<file path="src/rtl/csie_pkg.sv">
// Constants shared by the clock select and interrupt enable block
package csie_pkg;
	// ****************************************
	// Register map
	// ****************************************
	// Register indexes, byte address is four times the index
	localparam logic [9:0] IDX_FLAGS = 10'h037;
	localparam logic [9:0] IDX_INT = 10'h038;
	localparam logic [9:0] IDX_CLKS = 10'h039;
	localparam logic [9:0] IDX_WDOG = 10'h03c;
	localparam logic [9:0] IDX_WRITE_GUARD = 10'h03f;
	localparam logic [11:0] ADDR_FLAGS = {IDX_FLAGS, 2'b00};
	localparam logic [11:0] ADDR_INT = {IDX_INT, 2'b00};
	localparam logic [11:0] ADDR_CLKS = {IDX_CLKS, 2'b00};
	localparam logic [11:0] ADDR_WDOG = {IDX_WDOG, 2'b00};
	localparam logic [11:0] ADDR_WRITE_GUARD = {IDX_WRITE_GUARD, 2'b00};

	// ****************************************
	// Field positions
	// ****************************************
	// Interrupt enable and flag register bits
	localparam int BIT_TICK = 7;
	localparam int BIT_LOCK = 4;
	localparam int BIT_LOCK_STAT = 3;
	localparam int BIT_OSC = 1;
	localparam int BIT_OSCQ = 0;
	// Clock select register bits
	localparam int CLK_LOOP = 7;
	localparam int CLK_PSEUDO_STOP_SELECT = 6;
	localparam int CLK_TICK_RUN = 3;
	localparam int CLK_WDOG_RUN = 2;
	localparam int CLK_TICK_SEL = 1;
	localparam int CLK_WDOG_SEL = 0;
	// Protection register guard bit
	localparam int BIT_GUARD = 0;

	// ****************************************
	// Masks and reset values
	// ****************************************
	localparam logic [7:0] INT_MASK = 8'h92;
	localparam logic [7:0] CLKS_SPECIAL_MASK = 8'hcf;
	localparam logic [7:0] CLKS_NORMAL_MASK = 8'hce;
	localparam logic [7:0] CLKS_WDOG_MASK = 8'h01;
	localparam logic [7:0] INT_RESET = 8'h00;
	localparam logic [7:0] CLKS_RESET = 8'h80;
	localparam logic [7:0] WDOG_RESET = 8'h00;
	localparam logic WRITE_GUARD_RESET = 1'b0;

	// Synchroniser lanes for pin inputs
	localparam int SYNC_W = 3;
	localparam int SYNC_OSC = 0;
	localparam int SYNC_LOCK = 1;
	localparam int SYNC_SPECIAL = 2;
endpackage

</file>
<file path="src/rtl/csie_clock_select_irq.sv">
// Clock source select and interrupt enable registers with APB access
//
// Summary of operation
// - Tick request raised only while tick enable bit 7 is set and flag set.
// - Lock-change request raised only while enable bit 4 and flag set.
// - Oscillator request raised only while enable bit 1 and flag set.
// - Interrupt enable register is always readable and writable.
// - Clock select writes are ignored while the write guard is set.
// - Special mode: clock select bits 7, 6 and 3 to 0 writable when unguarded.
// - Normal mode: source, pseudo stop, run bits, tick select writable.
// - Watchdog select locks after watchdog control write; one retry after loss.
// - Source bit 7 picks loop clock when set, crystal when clear.
// - Source bit clears only when qualified; set by loss or full stop.
// - Pseudo stop bit 6 keeps oscillator running in stop.
// - Tick runs in pseudo stop only with bit 3 and tick select set.
// - Otherwise the tick counter freezes in stop, keeping its count.
// - Watchdog runs in pseudo stop only with bit 2 and its select set.
// - Otherwise the watchdog counter freezes in stop, keeping its count.
// - Tick select bit 1 picks crystal; any change restarts the tick period.
// - Tick select set only when qualified; cleared on qualification loss.
// - Watchdog select bit 0 picks crystal; change restarts its period.
// - Watchdog select set only when qualified; cleared on loss.
// - Qualified status is read-only and cleared on entering full stop.
// - Lock-change flag set on lock change, cleared by writing one.
// - Oscillator-change flag set on status change, cleared by writing one.
// - Tick flag set at end of each period, cleared by writing one.
`timescale 1ns/1ps
module csie_clock_select_irq
	import csie_pkg::*;
(
	// APB slave
	input wire logic pclk,
	input wire logic presetn,
	input wire logic psel,
	input wire logic penable,
	input wire logic pwrite,
	input wire logic [11:0] paddr,
	input wire logic [31:0] pwdata,
	output logic [31:0] prdata,
	output logic pready,
	output logic pslverr,
	// Pins from the oscillator, loop and mode straps
	input wire logic osc_qualified_pin,
	input wire logic loop_lock_pin,
	input wire logic special_mode_pin,
	// Core events on this clock
	input wire logic stop_active,
	input wire logic tick_timeout,
	// Clock selection outputs
	output logic sysclk_from_loop,
	output logic pseudo_stop_select,
	output logic tick_clock_select,
	output logic watchdog_clock_select,
	// Counter control outputs
	output logic tick_count_enable,
	output logic watchdog_count_enable,
	output logic tick_restart,
	output logic watchdog_restart,
	// Interrupt requests
	output logic tick_irq,
	output logic loop_settle_irq,
	output logic osc_fault_irq
);
	// ****************************************
	// State
	// ****************************************
	typedef struct packed {
		logic [7:0] int_en;
		logic [7:0] clks;
		logic write_guard;
		logic [7:0] wdog_ctl;
		logic wd_locked;
		logic wd_once;
		logic osc_qualified;
		logic lock_q;
		logic stop_q;
		logic tick_restart;
		logic wdog_restart;
		logic tick_cnt_en;
		logic wdog_cnt_en;
		logic [31:0] rdata;
	} csie_state_s;

	localparam csie_state_s RESET_STATE = '{
		int_en: INT_RESET,
		clks: CLKS_RESET,
		write_guard: WRITE_GUARD_RESET,
		wdog_ctl: WDOG_RESET,
		wd_locked: 1'b0,
		wd_once: 1'b0,
		osc_qualified: 1'b0,
		lock_q: 1'b0,
		stop_q: 1'b0,
		tick_restart: 1'b0,
		wdog_restart: 1'b0,
		tick_cnt_en: 1'b1,
		wdog_cnt_en: 1'b1,
		rdata: 32'h0000_0000
	};

	csie_state_s r_reg;
	csie_state_s r_next;

	logic [SYNC_W-1:0] sync_q;
	logic special, osc_now, lock_now, setup, wr, mapped, wd_ok;
	logic wr_flags, wr_int, wr_clks, wr_wdog, wr_write_guard;
	logic [7:0] clks_mask, clks_val, flags_rd;
	logic tick_flag, loop_settle_change_flag, osc_change_flag;

	// ****************************************
	// Pin synchronisers
	// ****************************************
	csie_sync2 #(.WIDTH(SYNC_W)) u_sync (
		.pclk(pclk),
		.presetn(presetn),
		.async_in({special_mode_pin, loop_lock_pin, osc_qualified_pin}),
		.sync_out(sync_q)
	);

	// Synchronised levels
	assign special = sync_q[SYNC_SPECIAL];
	assign lock_now = sync_q[SYNC_LOCK];
	// Entering full stop drops qualification
	assign osc_now = sync_q[SYNC_OSC]
		&& !(stop_active && !r_reg.clks[CLK_PSEUDO_STOP_SELECT]);

	// ****************************************
	// APB decode
	// ****************************************
	assign setup = psel && !penable;
	assign wr = psel && penable && pwrite;
	assign wr_flags = wr && (paddr == ADDR_FLAGS);
	assign wr_int = wr && (paddr == ADDR_INT);
	assign wr_clks = wr && (paddr == ADDR_CLKS) && !r_reg.write_guard;
	assign wr_wdog = wr && (paddr == ADDR_WDOG);
	assign wr_write_guard = wr && (paddr == ADDR_WRITE_GUARD);

	// Address map check
	always_comb
	begin
		if (paddr == ADDR_FLAGS)
			mapped = 1'b1;
		else if (paddr == ADDR_INT)
			mapped = 1'b1;
		else if (paddr == ADDR_CLKS)
			mapped = 1'b1;
		else if (paddr == ADDR_WDOG)
			mapped = 1'b1;
		else if (paddr == ADDR_WRITE_GUARD)
			mapped = 1'b1;
		else
			mapped = 1'b0;
	end

	// Zero wait states, error on unmapped address
	assign pready = penable;
	assign pslverr = psel && penable && !mapped;

	// ****************************************
	// Event flags
	// ****************************************
	csie_event_flag u_tick_flag (
		.pclk(pclk),
		.presetn(presetn),
		.set_pulse(tick_timeout),
		.clear_pulse(wr_flags && pwdata[BIT_TICK]),
		.enable(r_reg.int_en[BIT_TICK]),
		.flag(tick_flag),
		.irq(tick_irq)
	);

	csie_event_flag u_lock_flag (
		.pclk(pclk),
		.presetn(presetn),
		.set_pulse(lock_now != r_reg.lock_q),
		.clear_pulse(wr_flags && pwdata[BIT_LOCK]),
		.enable(r_reg.int_en[BIT_LOCK]),
		.flag(loop_settle_change_flag),
		.irq(loop_settle_irq)
	);

	csie_event_flag u_osc_flag (
		.pclk(pclk),
		.presetn(presetn),
		.set_pulse(osc_now != r_reg.osc_qualified),
		.clear_pulse(wr_flags && pwdata[BIT_OSC]),
		.enable(r_reg.int_en[BIT_OSC]),
		.flag(osc_change_flag),
		.irq(osc_fault_irq)
	);

	// Flag register read image
	always_comb
	begin
		flags_rd = 8'h00;
		flags_rd[BIT_TICK] = tick_flag;
		flags_rd[BIT_LOCK] = loop_settle_change_flag;
		flags_rd[BIT_LOCK_STAT] = r_reg.lock_q;
		flags_rd[BIT_OSC] = osc_change_flag;
		flags_rd[BIT_OSCQ] = r_reg.osc_qualified;
	end

	// ****************************************
	// Clock select write filter
	// ****************************************
	// Watchdog select open until locked, or once after a loss
	assign wd_ok = !r_reg.wd_locked || r_reg.wd_once;

	// Writable bits by mode
	always_comb
	begin
		if (special)
			clks_mask = CLKS_SPECIAL_MASK;
		else if (wd_ok)
			clks_mask = CLKS_NORMAL_MASK | CLKS_WDOG_MASK;
		else
			clks_mask = CLKS_NORMAL_MASK;
	end

	// New clock select value after software and hardware
	always_comb
	begin
		clks_val = r_reg.clks;
		if (wr_clks)
		begin
			clks_val = (r_reg.clks & ~clks_mask) | (pwdata[7:0] & clks_mask);
			if (!r_reg.osc_qualified)
			begin
				clks_val[CLK_LOOP] = 1'b1;
				clks_val[CLK_TICK_SEL] = 1'b0;
				clks_val[CLK_WDOG_SEL] = 1'b0;
			end
		end
		if (!osc_now)
		begin
			clks_val[CLK_LOOP] = 1'b1;
			clks_val[CLK_TICK_SEL] = 1'b0;
			clks_val[CLK_WDOG_SEL] = 1'b0;
		end
		if (stop_active && !r_reg.stop_q && !r_reg.clks[CLK_PSEUDO_STOP_SELECT])
			clks_val[CLK_LOOP] = 1'b1;
	end

	// ****************************************
	// Next state
	// ****************************************
	always_comb
	begin
		r_next = r_reg;
		r_next.clks = clks_val;
		r_next.osc_qualified = osc_now;
		r_next.lock_q = lock_now;
		r_next.stop_q = stop_active;
		// Interrupt enables accept any write
		if (wr_int)
			r_next.int_en = pwdata[7:0] & INT_MASK;
		if (wr_write_guard)
			r_next.write_guard = pwdata[BIT_GUARD];
		if (wr_wdog)
		begin
			r_next.wdog_ctl = pwdata[7:0];
			r_next.wd_locked = 1'b1;
		end
		// Second chance after hardware cleared the watchdog select
		if (!osc_now && r_reg.clks[CLK_WDOG_SEL])
			r_next.wd_once = 1'b1;
		else if (r_reg.wd_locked && !special && clks_val[CLK_WDOG_SEL]
			&& !r_reg.clks[CLK_WDOG_SEL])
			r_next.wd_once = 1'b0;
		// Restart on any change of a counter clock select
		r_next.tick_restart = clks_val[CLK_TICK_SEL]
			!= r_reg.clks[CLK_TICK_SEL];
		r_next.wdog_restart = clks_val[CLK_WDOG_SEL]
			!= r_reg.clks[CLK_WDOG_SEL];
		// Counters run outside stop, or in pseudo stop when allowed
		r_next.tick_cnt_en = !stop_active || (clks_val[CLK_PSEUDO_STOP_SELECT]
			&& clks_val[CLK_TICK_RUN]
			&& clks_val[CLK_TICK_SEL]);
		r_next.wdog_cnt_en = !stop_active || (clks_val[CLK_PSEUDO_STOP_SELECT]
			&& clks_val[CLK_WDOG_RUN]
			&& clks_val[CLK_WDOG_SEL]);
		// Read data captured in the setup cycle
		if (setup && !pwrite)
		begin
			r_next.rdata = 32'h0000_0000;
			if (paddr == ADDR_FLAGS)
				r_next.rdata[7:0] = flags_rd;
			else if (paddr == ADDR_INT)
				r_next.rdata[7:0] = r_reg.int_en;
			else if (paddr == ADDR_CLKS)
				r_next.rdata[7:0] = r_reg.clks;
			else if (paddr == ADDR_WDOG)
				r_next.rdata[7:0] = r_reg.wdog_ctl;
			else if (paddr == ADDR_WRITE_GUARD)
				r_next.rdata[BIT_GUARD] = r_reg.write_guard;
		end
	end

	// State register
	always_ff @(posedge pclk or negedge presetn)
	begin
		if (!presetn)
			r_reg <= RESET_STATE;
		else
			r_reg <= r_next;
	end

	// ****************************************
	// Outputs
	// ****************************************
	assign prdata = r_reg.rdata;
	assign sysclk_from_loop = r_reg.clks[CLK_LOOP];
	assign pseudo_stop_select = r_reg.clks[CLK_PSEUDO_STOP_SELECT];
	assign tick_clock_select = r_reg.clks[CLK_TICK_SEL];
	assign watchdog_clock_select = r_reg.clks[CLK_WDOG_SEL];
	assign tick_count_enable = r_reg.tick_cnt_en;
	assign watchdog_count_enable = r_reg.wdog_cnt_en;
	assign tick_restart = r_reg.tick_restart;
	assign watchdog_restart = r_reg.wdog_restart;
endmodule // csie_clock_select_irq

</file>
<file path="src/rtl/csie_sync2.sv">
// Two flip-flop synchroniser for pin inputs
`timescale 1ns/1ps
module csie_sync2
#(
	parameter int WIDTH = 1
)
(
	// Clock and reset
	input wire logic pclk,
	input wire logic presetn,
	// Asynchronous in, synchronised out
	input wire logic [WIDTH-1:0] async_in,
	output logic [WIDTH-1:0] sync_out
);
	typedef struct packed {
		logic [WIDTH-1:0] meta;
		logic [WIDTH-1:0] stable;
	} csie_sync_s;

	csie_sync_s r_reg;
	csie_sync_s r_next;

	// First stage feeds only the second stage
	always_comb
	begin
		r_next.meta = async_in;
		r_next.stable = r_reg.meta;
	end

	// State register
	always_ff @(posedge pclk or negedge presetn)
	begin
		if (!presetn)
			r_reg <= '0;
		else
			r_reg <= r_next;
	end

	assign sync_out = r_reg.stable;
endmodule // csie_sync2

</file>
<file path="src/rtl/csie_event_flag.sv">
// Sticky event flag with write-one clear and gated request
`timescale 1ns/1ps
module csie_event_flag
(
	// Clock and reset
	input wire logic pclk,
	input wire logic presetn,
	// Event, software clear and enable
	input wire logic set_pulse,
	input wire logic clear_pulse,
	input wire logic enable,
	// Flag and request
	output logic flag,
	output logic irq
);
	typedef struct packed {
		logic flag;
	} csie_flag_s;

	csie_flag_s r_reg;
	csie_flag_s r_next;

	// Set wins over a clear in the same cycle
	always_comb
	begin
		r_next = r_reg;
		if (set_pulse)
			r_next.flag = 1'b1;
		else if (clear_pulse)
			r_next.flag = 1'b0;
	end

	// State register
	always_ff @(posedge pclk or negedge presetn)
	begin
		if (!presetn)
			r_reg <= '0;
		else
			r_reg <= r_next;
	end

	assign flag = r_reg.flag;
	assign irq = r_reg.flag && enable;
endmodule // csie_event_flag

</file>
<file path="config.mk">
export PLATFORM = sky130hd
export DESIGN_NAME = csie_clock_select_irq
export DESIGN_NICKNAME = d
export VERILOG_FILES = /design/src/rtl/csie_pkg.sv /design/src/rtl/csie_clock_select_irq.sv /design/src/rtl/csie_sync2.sv /design/src/rtl/csie_event_flag.sv
export SDC_FILE = /design/constraint.sdc
export NUM_CORES = 1
export LEC_CHECK = 0
export ABC_AREA = 1
export BUFFER_PORTS_ARGS = -buffer_cell sky130_fd_sc_hd__buf_2
export CAP_MARGIN = 5
export CORE_MARGIN = 2
export CORE_UTILIZATION = 48
export DETAILED_ROUTE_END_ITERATION = 6
export PLACE_DENSITY_LB_ADDON = 0.12
export SETUP_SLACK_MARGIN = 0.5
export SLEW_MARGIN = 40
export SYNTH_ARGS = -nofsm -noshare
export SYNTH_HDL_FRONTEND = slang
export SYNTH_HIERARCHICAL = 1
export SYNTH_SLANG_ARGS = --single-unit
</file>
<file path="constraint.sdc">
create_clock -name pclk -period 2 [get_ports pclk]
set_clock_uncertainty 0.1 [all_clocks]
set_input_delay 0.5 -clock pclk [delete_from_list [all_inputs] [get_ports pclk]]
set_output_delay 0.5 -clock pclk [all_outputs]
set_load 0.05 [all_outputs]
</file>
==> impl_metrics.ini <==
[synth]
ys_warn_count = 6
synth_compound_area_share_pct = 7.28
synth_top_family_by_area = simple AND/OR/NAND/NOR gates
synthAdderAreaFrac_pct = 0
synth_seq_cells = 43
synthesis.area_um2 = 2340
synth_cells = 286
synth_cell_type_count = 28
synthSimpleGateAreaFrac_pct = 27.9
synth-xor-area-share_pct = 0.749
syn_avg_cell_area_um2 = 8.18
yosysSeqAreaShare_pct = 46.2
synthMuxAreaShare_pct = 0

[placement]
io_buffers = 50
placed_area_um2 = 2730
dp_slack_ps = -168
dpl.cell_count = 409
gp_congestion = 0.802
hpwl_um = 3540

[critical_path]
critPathLaunchType = input port
cp_cell_sequence = buf_6 > nor2_4 > nand3_4 > nor3_4 > inv_2 > nand2_2 > nor3_4 > buf_6
cp_max_fo = 3
critPathBufInv = 3
path_class = in2out
critical_path_required_ps = 1400
critical_path.top_delay_family = simple AND/OR/NAND/NOR gates
critPathArrivalTime_ps = 1490
critPathCaptureType = primary output
path_depth = 8
ff2ff_path_depth = 8
cp_slowest_cell = nor3_4
slowest_delay_ps = 230

[layout]
final.fill_count = 342
post-route-cell-area_um2 = 3460
stdcell_count = 442
diodes = 0
fin_nets = 428
area_growth_syn_to_layout_pct = 47.9
drive_gt1_share_pct = 48.8
largest_reg_flops = 16

[clock_tree]
insertion_delay_ps = 300
cts_htree_levels = 2
ctsLongestPathBuffers = 2
cts-buffers-inserted = 5
ctsHoldBuffers = 0
cts_tree = built
cts_sinks = 43
clkTransAtPathRegs_ps = 80
root_buffer = clkbuf_8

[power]
p_sw_mw = 0.542
swShare_pct = 28.3
power_frac_seq_pct = 46.5
clkPwrFrac_pct = 36.6
leakage_nw = 1.84
ir_drop_mv = 0.558
p_int_mw = 1.38
power_density_nw_per_um2 = 554
pwr-share-comb_pct = 16.9

[sta]
relSlewSlack_pct = 62.5
hold_violations = 0
timing.final.ws_setup_ps = -92.3
setup_violations = 1
drv_slew = 0
holdWs_ps = 81.0
fin_crit_ps = 2090
min_period_over_period_pct = 105
worst-slew-pin-transition_ps = 563
fmax_mhz = 478
rsz0062_at_grt = true

[die]
die_x_um = 73.8
num_rows = 25
die_h_um = 73.8
dieArea_um2 = 5450
core_area_um2 = 4720
start_util_pct = 49.5
num_io_pins = 99

[flow_run]
cap_violations = 0

[global_route]
grt_pass1_vias = 1930
grt_pass1_wl_um = 8660
grt_overflow_total = 0
antenna_found_initial = 0
grt_max_degree = 26
grt.total_usage_pct = 21.1

[drt]
wl_met3_um = 298
drt_first_pass_iters = 4
drtIter0Drc = 78
vias = 2059
wl_met2_um = 2970
vias_per_cell = 4.66
postRouteAntennaNets = 0
drc = 0
wl_per_cell_um = 13.0
top_layer = met4
wl_met1_um = 2370
finalWirelength_um = 5730

[min_path]
worstHoldPathType = in2async

[run_status]
violations = setup timing
status = finished with violations
cell usage in the layout (no fill, tap or decap), types with 7 or more instances in the layout:
master	synthesis	final
inv_1	37	26
buf_2	0	21
buf_8	0	9
o21ai_2	10	13
dfrtp_1	40	38
nand3_1	12	7
o21ai_1	6	7
conb_1	1	24
nor2_1	16	10
nand2_2	8	16
buf_6	1	22
buf_4	33	36
nand2_1	87	70
inv_2	3	7
cell type report:
| cell class | count | area, um^2 | share of cell area, % |
|---|---|---|---|
| repair buffers | 91 | 781 | 22.6 |
| inverters | 41 | 201 | 5.82 |
| well taps | 67 | 83.8 | 2.42 |
| clock inverters | 2 | 35.0 | 1.01 |
| multi-input cells | 192 | 1190 | 34.5 |
| clock buffers | 6 | 82.6 | 2.39 |
| flip-flops and latches | 43 | 1080 | 31.3 |
cells in the mapped netlist (all sizes together):
cell | n | area (um^2)
dfstp | 3 | 78.8
a21oi | 1 | 5.00
a21o | 1 | 7.51
xor2 | 1 | 8.76
nand2 | 95 | 377
buf | 34 | 259
nor3 | 5 | 52.6
nand4 | 5 | 31.3
xnor2 | 1 | 8.76
nor2 | 20 | 104
dfrtp | 40 | 1000
inv | 41 | 156
nand3 | 14 | 87.6
o21ai | 24 | 158
conb | 1 | 3.75
metal layers:
metal	up-vias	track usage, %
li1	1006	-
met4	0	6.67
met5	-	0
met2	66	34.6
met1	977	27.3
met3	10	5.62
path summary, 6_finish.rpt:
path / from / to / slack [ps]
min: presetn / r_reg[52] / 80
max reg2reg: r_reg[49] / tick_restart / 450
max in group asynchronous: presetn / prdata[2] / 1150
min reg2reg: u_sync/r_next[0] / u_sync/sync_out[0] / 250
min in group pclk: osc_qualified_pin / u_sync/r_next[0] / 200
max: paddr[0] / pslverr / -90
repair_timing:
action	4_1_cts	5_1_grt
cloned	1	0
resized for setup	70	62
endpoints found under the setup margin	39	44
pin swaps	19	24
buffers inserted	15	9
cells by family (layout without fill, tap and decap cells):
family	Yosys count	after routing
buf+inv	75	140
other cells	1	24
compound gates	26	26
flops	43	43
simple gates	139	140
xor+xnor	2	2
power by group through the flow:
stage / combinational [mW] / clock, mW / sequential (mW)
detailed placement: 0.275 / 0 / 0.908
CTS: 0.300 / 0.712 / 0.892
floorplan: 0.228 / 0 / 0.914
global route: 0.347 / 0.746 / 0.894
global placement: 0.274 / 0 / 0.907
finish: 0.323 / 0.702 / 0.893
through the flow:
| step | total power, mW | util (%) | setup TNS, ps |
|---|---|---|---|
| after global routing | 1.99 | 73.2 | -169 |
| final | 1.92 | 73.2 | -92.3 |
| after CTS | 1.90 | 67.4 | -36.2 |
| after floorplan | 1.14 | - | -11.2 |
| after detailed placement | 1.18 | 57.7 | -168 |
| after global placement | 1.18 | 57.7 | -165 |
Note: power is estimated with default switching activity, not from simulation.
